### config.mk
export PLATFORM = sky130hd
export DESIGN_NAME = abcc_audio_bridge_clock_config
export DESIGN_NICKNAME = d
export VERILOG_FILES = /design/src/abcc_audio_bridge_clock_config.v
export VERILOG_INCLUDE_DIRS = /design/src /design/src/src
export SDC_FILE = /design/constraint.sdc
export NUM_CORES = 1
export LEC_CHECK = 0
export BUFFER_PORTS_ARGS = -buffer_cell sky130_fd_sc_hd__buf_2
export CAP_MARGIN = 5
export CELL_PAD_IN_SITES_DETAIL_PLACEMENT = 1
export CELL_PAD_IN_SITES_GLOBAL_PLACEMENT = 1
export CORE_ASPECT_RATIO = 1.1
export CORE_MARGIN = 2
export CORE_UTILIZATION = 33
export CTS_CLUSTER_DIAMETER = 120
export DETAILED_ROUTE_END_ITERATION = 8
export PLACE_DENSITY = 0.86
export SYNTH_ARGS = -nofsm -noshare
export SYNTH_HDL_FRONTEND = slang
export SYNTH_SLANG_ARGS = --single-unit
### constraint.sdc
create_clock -name i_clock -period 2.4 [get_ports i_clock]
set_input_delay 0.24 -clock i_clock [delete_from_list [all_inputs] [get_ports i_clock]]
set_output_delay 0.24 -clock i_clock [all_outputs]
set_load 0.02 [all_outputs]
### src/abcc_map.vh
`ifndef ABCC_MAP_VH
`define ABCC_MAP_VH
// register index; the byte address is four times the index
`define ABCC_IDX_AUDIO_CONFIG 8'h55
`define ABCC_IDX_BRIDGE_CONFIG_TWO 8'h56
`define ABCC_IDX_BRIDGE_CONTROL 8'h5A
`define ABCC_IDX_TX_MODE 8'h5B
`define ABCC_ADDR_W 10
// audio_config fields
`define ABCC_AUD_TDM_FANOUT 7
`define ABCC_AUD_WCLK_EDGE 5
`define ABCC_AUD_SPLIT 4
`define ABCC_AUD_WMASK 8'hB0
`define ABCC_AUD_RESET 8'h00
// bridge_config_two fields
`define ABCC_B2_SBS_3D 7
`define ABCC_B2_DUAL_LR 6
`define ABCC_B2_CLK_HI 1
`define ABCC_B2_CLK_LO 0
`define ABCC_B2_WMASK 8'hC3
`define ABCC_B2_RESET 8'h00
`define ABCC_P1_MODE_RESET 2'h0
// bridge_control fields
`define ABCC_CTL_DUAL_IN 0
`define ABCC_CTL_CONT_CLK 1
`define ABCC_CTL_WMASK 8'h03
`define ABCC_CTL_RESET 8'h00
// transmit mode register: bits 1-0 mode, bit 2 selected port, bit 3 independent 2:2
`define ABCC_TXM_WMASK 8'h0F
`define ABCC_TXM_RESET 8'h00
`define ABCC_TXM_PORT_BIT 2
`define ABCC_TXM_SINGLE 2'h0
`define ABCC_TXM_DUAL 2'h1
`define ABCC_TXM_REPLICATE 2'h2
`define ABCC_TXM_SPLITTER 2'h3
`define ABCC_TXM_INDEP_BIT 3
// clock source codes
`define ABCC_CLK_DSI 2'h0
`define ABCC_CLK_EXT 2'h1
`define ABCC_CLK_INT 2'h2
`define ABCC_CLK_EXT2 2'h3
// clock select outputs: 0 dsi, 1 reference pin, 2 reference pin 0, 3 reference pin 1, 4 internal
`define ABCC_SRC_DSI 3'h0
`define ABCC_SRC_REF 3'h1
`define ABCC_SRC_REF0 3'h2
`define ABCC_SRC_REF1 3'h3
`define ABCC_SRC_INT 3'h4
`endif

### src/abcc_audio_bridge_clock_config.v
`timescale 1ns/1ps
`default_nettype none
`include "abcc_map.vh"
module abcc_audio_bridge_clock_config (
  input wire i_clock,
  input wire i_sys_rst,
  input wire i_mode_select_strap_0,
  input wire [`ABCC_ADDR_W-1:0] i_avs_address,
  input wire i_avs_read,
  input wire i_avs_write,
  input wire [31:0] i_avs_writedata,
  input wire [3:0] i_avs_byteenable,
  output reg [31:0] o_avs_readdata,
  output reg o_avs_waitrequest,
  output reg o_tdm_fanout_en,
  output reg o_swc_falling_edge,
  output reg o_audio_split_active,
  output reg o_audio_both_ports,
  output reg o_sbs_3d_convert,
  output reg o_dual_input_lr,
  output reg o_cont_clk_fault,
  output reg [2:0] o_tx_clk_sel_p0,
  output reg [2:0] o_tx_clk_sel_p1
);

  reg [7:0] audio_config_r;
  reg [7:0] bridge_config_two_r;
  reg [7:0] bridge_control_r;
  reg [7:0] tx_mode_r;
  reg [1:0] clk_mode_p1_r;
  reg strap_done_r;
  reg ack_r;
  reg [7:0] audio_config_nxt;
  reg [7:0] bridge_config_two_nxt;
  reg [7:0] bridge_control_nxt;
  reg [7:0] tx_mode_nxt;
  reg [1:0] clk_mode_p1_nxt;
  reg [7:0] rdata_nxt;
  wire req;
  wire wr_go;
  wire [7:0] idx;
  wire [7:0] wbyte;
  wire [7:0] b2_masked;
  wire hit_audio;
  wire hit_b2;
  wire hit_ctl;
  wire hit_txm;
  wire is_repl;
  wire is_indep;
  wire sel_port1;
  wire split_on;
  wire dual_lr_on;
  wire cont_clk_fault;
  wire [1:0] port_mode [0:1];
  wire [2:0] port_sel [0:1];

  function reg_hit;
    input [7:0] index;
    input [7:0] target;
    begin
      reg_hit = (index == target);
    end
  endfunction

  function [2:0] clk_src;
    input [1:0] mode;
    input port1;
    input indep;
    begin
      case (mode)
        `ABCC_CLK_DSI: clk_src = `ABCC_SRC_DSI;
        `ABCC_CLK_EXT: clk_src = `ABCC_SRC_REF;
        `ABCC_CLK_INT: clk_src = `ABCC_SRC_INT;
        `ABCC_CLK_EXT2:
        begin
          // outside independent 2:2 the code falls back to the single reference pin
          if (indep)
            clk_src = port1 ? `ABCC_SRC_REF1 : `ABCC_SRC_REF0;
          else
            clk_src = `ABCC_SRC_REF;
        end
        default: clk_src = `ABCC_SRC_DSI;
      endcase
    end
  endfunction

  // address index is address divided by four; unaligned low bits ignored
  assign idx = i_avs_address[9:2];
  assign wbyte = i_avs_writedata[7:0];
  assign req = (i_avs_read | i_avs_write) & ~ack_r;
  // a write lands only on the edge after waitrequest drops, the one where the master samples it low
  assign wr_go = i_avs_write & ack_r & i_avs_byteenable[0];
  assign b2_masked = wbyte & `ABCC_B2_WMASK;
  assign hit_audio = reg_hit(idx, `ABCC_IDX_AUDIO_CONFIG);
  assign hit_b2 = reg_hit(idx, `ABCC_IDX_BRIDGE_CONFIG_TWO);
  assign hit_ctl = reg_hit(idx, `ABCC_IDX_BRIDGE_CONTROL);
  assign hit_txm = reg_hit(idx, `ABCC_IDX_TX_MODE);
  assign is_repl = (tx_mode_r[1:0] == `ABCC_TXM_REPLICATE) | (tx_mode_r[1:0] == `ABCC_TXM_SPLITTER);
  assign is_indep = tx_mode_r[`ABCC_TXM_INDEP_BIT];
  assign sel_port1 = tx_mode_r[`ABCC_TXM_PORT_BIT];
  assign split_on = is_repl & audio_config_r[`ABCC_AUD_SPLIT];
  assign dual_lr_on = bridge_config_two_r[`ABCC_B2_DUAL_LR] & bridge_control_r[`ABCC_CTL_DUAL_IN];
  assign cont_clk_fault = (bridge_config_two_r[1:0] == `ABCC_CLK_DSI) & ~bridge_control_r[`ABCC_CTL_CONT_CLK];
  assign port_mode[0] = bridge_config_two_r[1:0];
  // port 1 shares the field unless the ports run independently
  assign port_mode[1] = is_indep ? clk_mode_p1_r : bridge_config_two_r[1:0];

  genvar p;
  generate
    for (p = 0; p < 2; p = p + 1)
    begin : g_port_clk
      assign port_sel[p] = clk_src(port_mode[p], p == 1, is_indep);
    end
  endgenerate

  always @*
  begin
    rdata_nxt = 8'h00;
    if (hit_audio)
      rdata_nxt = audio_config_r;
    else if (hit_b2)
      rdata_nxt = bridge_config_two_r;
    else if (hit_ctl)
      rdata_nxt = bridge_control_r;
    else if (hit_txm)
      rdata_nxt = tx_mode_r;
    else
      rdata_nxt = 8'h00;
  end

  // one wait cycle: waitrequest drops on the cycle after the request appears
  always @(posedge i_clock)
  begin
    if (i_sys_rst)
    begin
      ack_r <= 1'b0;
      o_avs_waitrequest <= 1'b1;
    end
    else
    begin
      ack_r <= req;
      o_avs_waitrequest <= ~req;
    end
  end

  // read data is captured early so it already stands when waitrequest is low
  always @(posedge i_clock)
  begin
    if (i_sys_rst)
    begin
      o_avs_readdata <= 32'h00000000;
    end
    else if (req & i_avs_read)
    begin
      o_avs_readdata <= {24'h000000, rdata_nxt};
    end
  end

  always @*
  begin
    audio_config_nxt = audio_config_r;
    if (~strap_done_r)
    begin
      // no write can complete on the first edge after reset, so the strap never races one
      audio_config_nxt[`ABCC_AUD_SPLIT] = i_mode_select_strap_0;
    end
    else if (wr_go & hit_audio)
    begin
      audio_config_nxt = wbyte & `ABCC_AUD_WMASK;
    end
  end

  always @*
  begin
    bridge_config_two_nxt = bridge_config_two_r;
    clk_mode_p1_nxt = clk_mode_p1_r;
    if (wr_go & hit_b2)
    begin
      bridge_config_two_nxt[7:2] = b2_masked[7:2];
      // in independent 2:2 the field lands on the selected port
      if (is_indep & sel_port1)
      begin
        clk_mode_p1_nxt = b2_masked[1:0];
      end
      else
      begin
        bridge_config_two_nxt[1:0] = b2_masked[1:0];
      end
    end
  end

  always @*
  begin
    bridge_control_nxt = bridge_control_r;
    if (wr_go & hit_ctl)
    begin
      bridge_control_nxt = wbyte & `ABCC_CTL_WMASK;
    end
  end

  always @*
  begin
    tx_mode_nxt = tx_mode_r;
    if (wr_go & hit_txm)
    begin
      tx_mode_nxt = wbyte & `ABCC_TXM_WMASK;
    end
  end

  // strap is sampled on the first clock after reset release, never under reset
  always @(posedge i_clock)
  begin
    if (i_sys_rst)
    begin
      audio_config_r <= `ABCC_AUD_RESET;
      bridge_config_two_r <= `ABCC_B2_RESET;
      bridge_control_r <= `ABCC_CTL_RESET;
      tx_mode_r <= `ABCC_TXM_RESET;
      clk_mode_p1_r <= `ABCC_P1_MODE_RESET;
      strap_done_r <= 1'b0;
    end
    else
    begin
      audio_config_r <= audio_config_nxt;
      bridge_config_two_r <= bridge_config_two_nxt;
      bridge_control_r <= bridge_control_nxt;
      tx_mode_r <= tx_mode_nxt;
      clk_mode_p1_r <= clk_mode_p1_nxt;
      strap_done_r <= 1'b1;
    end
  end

  // audio controls; the converters downstream follow these levels
  always @(posedge i_clock)
  begin
    if (i_sys_rst)
    begin
      o_tdm_fanout_en <= 1'b0;
      o_swc_falling_edge <= 1'b0;
      o_audio_split_active <= 1'b0;
      o_audio_both_ports <= 1'b1;
    end
    else
    begin
      o_tdm_fanout_en <= audio_config_r[`ABCC_AUD_TDM_FANOUT];
      o_swc_falling_edge <= audio_config_r[`ABCC_AUD_WCLK_EDGE];
      o_audio_split_active <= split_on;
      o_audio_both_ports <= ~split_on;
    end
  end

  // video controls; the line buffers follow these levels
  always @(posedge i_clock)
  begin
    if (i_sys_rst)
    begin
      o_sbs_3d_convert <= 1'b0;
      o_dual_input_lr <= 1'b0;
    end
    else
    begin
      o_sbs_3d_convert <= bridge_config_two_r[`ABCC_B2_SBS_3D];
      // merge only runs once dual input is also enabled
      o_dual_input_lr <= dual_lr_on;
    end
  end

  // clock controls; a fault flag rather than a refusal lets software set up in any order
  always @(posedge i_clock)
  begin
    if (i_sys_rst)
    begin
      o_cont_clk_fault <= 1'b0;
      o_tx_clk_sel_p0 <= `ABCC_SRC_DSI;
      o_tx_clk_sel_p1 <= `ABCC_SRC_DSI;
    end
    else
    begin
      o_cont_clk_fault <= cont_clk_fault;
      // the clock muxes switch one cycle after the field changes
      o_tx_clk_sel_p0 <= port_sel[0];
      o_tx_clk_sel_p1 <= port_sel[1];
    end
  end

endmodule // abcc_audio_bridge_clock_config
`default_nettype wire

# Word-level counts from Yosys, hierarchy flattened

Index checks and enable logic that the tools add are counted.

Register bits: 39
Input port bits: 51
Word-level logic and storage cells: 69

Equality and inequality tests: 13
Muxes and demuxes: 12
Bitwise operators: 19
Reductions and logical operators: 5

Operators by type and width:

| kind                                                                   | count |
|---|---|
| 8-bit by 7-bit equality test with 1-bit output (second input constant) | 4 |
| 3-bit one-hot mux with 4 select lines                                  | 2 |
| 8-bit 2-to-1 mux                                                       | 2 |
| 1-bit bitwise AND                                                      | 12 |
| 2-bit equality test (second input constant)                            | 6 |
| 4-bit 2-to-1 mux                                                       | 2 |
| 2-bit 2-to-1 mux                                                       | 3 |
| 2-bit AND reduction                                                    | 3 |
| 5-bit 2-to-1 mux                                                       | 1 |
| 1-bit NOT                                                              | 5 |
| 2-bit by 1-bit equality test with 1-bit output (second input constant) | 2 |
| 2-bit zero test                                                        | 2 |
| 1-bit 2-to-1 mux                                                       | 2 |
| 2-bit by 1-bit != test with 1-bit output (second input constant)       | 1 |
| 1-bit bitwise OR                                                       | 2 |

# Longest topological paths before layout

Word-level depth: 5
Depth in mapped cells: 5

# Least setup slack after synthesis

Ideal clock, no wire load.

Path type: input to register
From: input port i_avs_address[9]
To: register bridge_config_two_r[7]
Library setup time: 0.123 ns
Arrival: 1.179 ns
Data required time: 2.277 ns
Setup slack: 1.098 ns
Stages on the path: 4
Path buffers: 1
Path through: and4bb_1 buf_2 and4_4 mux2_1

Longest elaborated chain between the ends: 2

Ends and longest elaborated chain:

| what                                           | RTL line                             | source |
|---|---|---|
| start, declared                                | abcc_audio_bridge_clock_config.v:8   | `` input wire [`ABCC_ADDR_W-1:0] i_avs_address, `` |
| 8-bit by 7-bit equality test with 1-bit output | abcc_audio_bridge_clock_config.v:61  | `reg_hit = (index == target);` |
| 1-bit bitwise AND                              | abcc_audio_bridge_clock_config.v:177 | `if (wr_go & hit_b2)` |
| end signal, assigned                           | abcc_audio_bridge_clock_config.v:216 | `` bridge_config_two_r <= `ABCC_B2_RESET; `` |
| end signal, assigned                           | abcc_audio_bridge_clock_config.v:225 | `bridge_config_two_r <= bridge_config_two_nxt;` |
| end, declared                                  | abcc_audio_bridge_clock_config.v:27  | `reg [7:0] bridge_config_two_r;` |

No other way between the ends.
A chain may end at the register's enable or synchronous reset.

# Worst setup path in the final report

From: register ack_r
To: register bridge_config_two_r[7]

Longest elaborated chain between the ends: 3

Ends and longest elaborated chain:

| what                            | RTL line                             | source |
|---|---|---|
| start, declared                 | abcc_audio_bridge_clock_config.v:32  | `reg ack_r;` |
| start signal, assigned          | abcc_audio_bridge_clock_config.v:141 | `ack_r <= req;` |
| 1-bit bitwise AND (2 in series) | abcc_audio_bridge_clock_config.v:92  | `assign wr_go = i_avs_write & ack_r & i_avs_byteenable[0];` |
| 1-bit bitwise AND               | abcc_audio_bridge_clock_config.v:177 |  |

No other way between the ends.

==> results by group <==
Run status
  • Status: finished, final reports clean

Timing
  • Tmin final: 1480 ps
  • Slew headroom: 56.9%
  • Final setup violation count: 0
  • Fin Hold WS: 191 ps
  • Setup TNS: 0 ps
  • Fmax: 675 MHz
  • Fin. max-slew vios: 0
  • Fin crit share: 61.7%
  • Unrepaired setup endpoints after global routing: false
  • Slew @ Worst Pin: 645 ps
  • Final Hold Fails: 0
  • Clock skew: 5.28 ps

Yosys
  • Seq/Total Area, Yosys: between 40% and 50%
  • Yosys synthesis warning count: 0
  • Synth area leader: dfxtp_1
  • Yosys reg bits: 39
  • Top_reg_cell synth: dfxtp_1
  • Gate Count Post-Synth: 183
  • Post-synth EDFFs: 0
  • Async S/R FF share, synth: 0%
  • Avg Inst Size Synth: around 9.5 sq um
  • Main area contributors after synthesis: dfxtp_1 (45%), buf_4 (10%), nand3_1 (4.6%)
  • Synth top area share: 44.8%
  • Mapped Area: 1740 sq um
  • Synth cell types: 41

Detailed routing
  • Total number of vias: about 1.4k
  • DRT met1 WL: between 1500 and 2000 um
  • DR vias/cell: 4.94
  • Met2 WL post-DR: 1880 um
  • First-pass iteration count of the detailed router: 4
  • Met3 Wirelength: 312 um
  • Drt wl/cell: about 14 um
  • Iteration-0 DRC Markers: slightly above 50
  • DR DRC count: 0
  • Number of routed nets with antenna violations: 0
  • Final WL: 3970 um
  • Uppermost routed layer: met4

Pwr
  • Leak pwr: 0.887 nW
  • Power density cells: 604 nW/um^2
  • Maximum vdd drop: 0.000284 V

Floorplanning
  • DIE HEIGHT: 80.2 um
  • Initial Util: between 30 and 40%
  • Area of the die: 5880 sq um
  • Standard-cell rows: 27
  • Die X: around 73 um
  • Ports: 97
  • Core ar.: 5030 sq um

Clocking
  • Clock slew at reported path FFs: 70 ps
  • CTS Hold Bufs: 0
  • CTS resizes: 0
  • CTS tree: yes
  • Clk_lat worst skew: 300 ps
  • CTS sink count: 39
  • Clock Tree Buf Depth: 2
  • Root Buffer: clkbuf_8
  • H-tree level count: 2
  • Cts bufs inserted: 5
  • Post-CTS setup buffers: 0

Global routing
  • Total gr overflow: 0
  • Vias in the first global route: 1389
  • First-pass GRT wire length: 6420 um
  • Largest net degree at the start of global routing: 27
  • Antenna violations before repair: 0
  • Total track usage: about 15%

Cells and area
  • Fin cells: 284
  • Layout area overhead: 14.4%
  • Final instance area: 1990 sq um
  • Final Util: 39.6%
  • Share of cells above drive strength 1: between 20% and 30%
  • Nets: 276
  • Number of diodes: 0

Place
  • Port Buffer Count: 43
  • GP Congestion: 0.829
  • Hpwl dp: 2890 um
  • Post-placement cell area: 1910 sq um
  • Dpl cells: 276

Flow run
  • Max Cap Viol: 0

Setup path
  • Startpoint Class: register
  • Crit path kind: reg -> reg
  • Max Fanout on Critical Path: 8
  • Worst Path Arrival: around 1700 ps
  • Worst path required time: 2590 ps
  • Setup crit end kind: register

Worst hold path
  • Worst Hold Class: in -> reg
## cell usage after synthesis (3+ instances only)
cell	count
nor2_1	5
o21ai_0	3
nor2b_1	7
dfxtp_1	39
mux2i_1	5
a21oi_1	14
buf_2	4
nand2_1	16
buf_4	24
and3_1	5
nand4_1	5
nand3_1	16
and4bb_2	3
## routing by layer
| layer | up-vias | GRT usage, % |
|---|---|---|
| met1 | 668 | 17.4 |
| met5 | - | 0 |
| li1 | 674 | - |
| met4 | 0 | 8.15 |
| met3 | 8 | 4.52 |
| met2 | 53 | 23.2 |
## cell type report
cell class / count / area [sq um]
inverter: 3 / 11.3
tap: 58 / 72.6
multi-input combinational: 132 / 821
clock buffer: 6 / 72.6
sequential: 39 / 781
clock inverter: 2 / 12.5
fill: 617 / 3040
timing repair buffer: 44 / 223
## through the flow
step                setup slack, ps  power (W)
CTS                             913    0.00122
floorplan                      1100   0.000772
global route                    864    0.00126
global placement                844   0.000776
finish                          919    0.00120
detailed placement              836   0.000778
## state kept, by name, summed over array words and instances, names as in the netlist, 2 cells and up
register,count
o_avs_readdata,8
bridge_config_two_r,4
tx_mode_r,4
audio_config_r,3
o_tx_clk_sel_p0,3
o_tx_clk_sel_p1,3
bridge_control_r,2
clk_mode_p1_r,2
## critical path: stages (launching register included)
cell and delay, ps:
dfxtp_1 380, and3_1 370, and4_4 310, mux2_1 320
## cell usage in the layout (no fill, tap or decap), drive strengths merged, types with 2 or more instances in the layout
cell type | Yosys | final
buf | 30 | 44
dfxtp | 39 | 39
conb | 1 | 24
nand3 | 17 | 17
nand2 | 16 | 16
a21oi | 14 | 14
nor2b | 7 | 7
and3 | 6 | 6
nor2 | 6 | 6
clkbuf | 2 | 6
nand4 | 5 | 5
mux2i | 5 | 5
and4bb | 4 | 4
o21ai | 3 | 3
nor3b | 3 | 3
mux2 | 3 | 3
inv | 2 | 2
or3b | 2 | 2
a211o | 2 | 2
and2 | 2 | 2
o2111ai | 2 | 2
clkinv | 1 | 2
nand4bb | 2 | 2
## logic make-up (layout without fill, tap and decap cells)
family | Yosys count | after routing | synth area share (%)
AOI/OAI and AO/OA | 24 | 24 | 8.26
buffers and inverters | 35 | 55 | 13.0
DFF | 39 | 39 | 44.8
muxes | 8 | 8 | 5.24
other | 1 | 24 | 0.215
and+or+nand+nor | 76 | 76 | 28.4
## where the power goes
part / switching, W / internal [W]
logic: 0.0000793 / 0.0000289
registers: 0.00000344 / 0.000652
clock network: 0.000237 / 0.000203
## worst paths after layout
path	startpoint	to	slack [ps]	cells after the start
max	ack_r$_SDFF_PP0_	bridge_config_two_r[7]$_SDFFE_PP0P_	920	3
max reg2reg	ack_r$_SDFF_PP0_	bridge_config_two_r[7]$_SDFFE_PP0P_	920	3
min reg2reg	o_avs_readdata[1]$_SDFFE_PP0P_	o_avs_readdata[1]$_SDFFE_PP0P_	460	2
min	i_avs_writedata[3]	tx_mode_r[3]$_SDFFE_PP0P_	190	3
(Power assumes the default switching activity.)
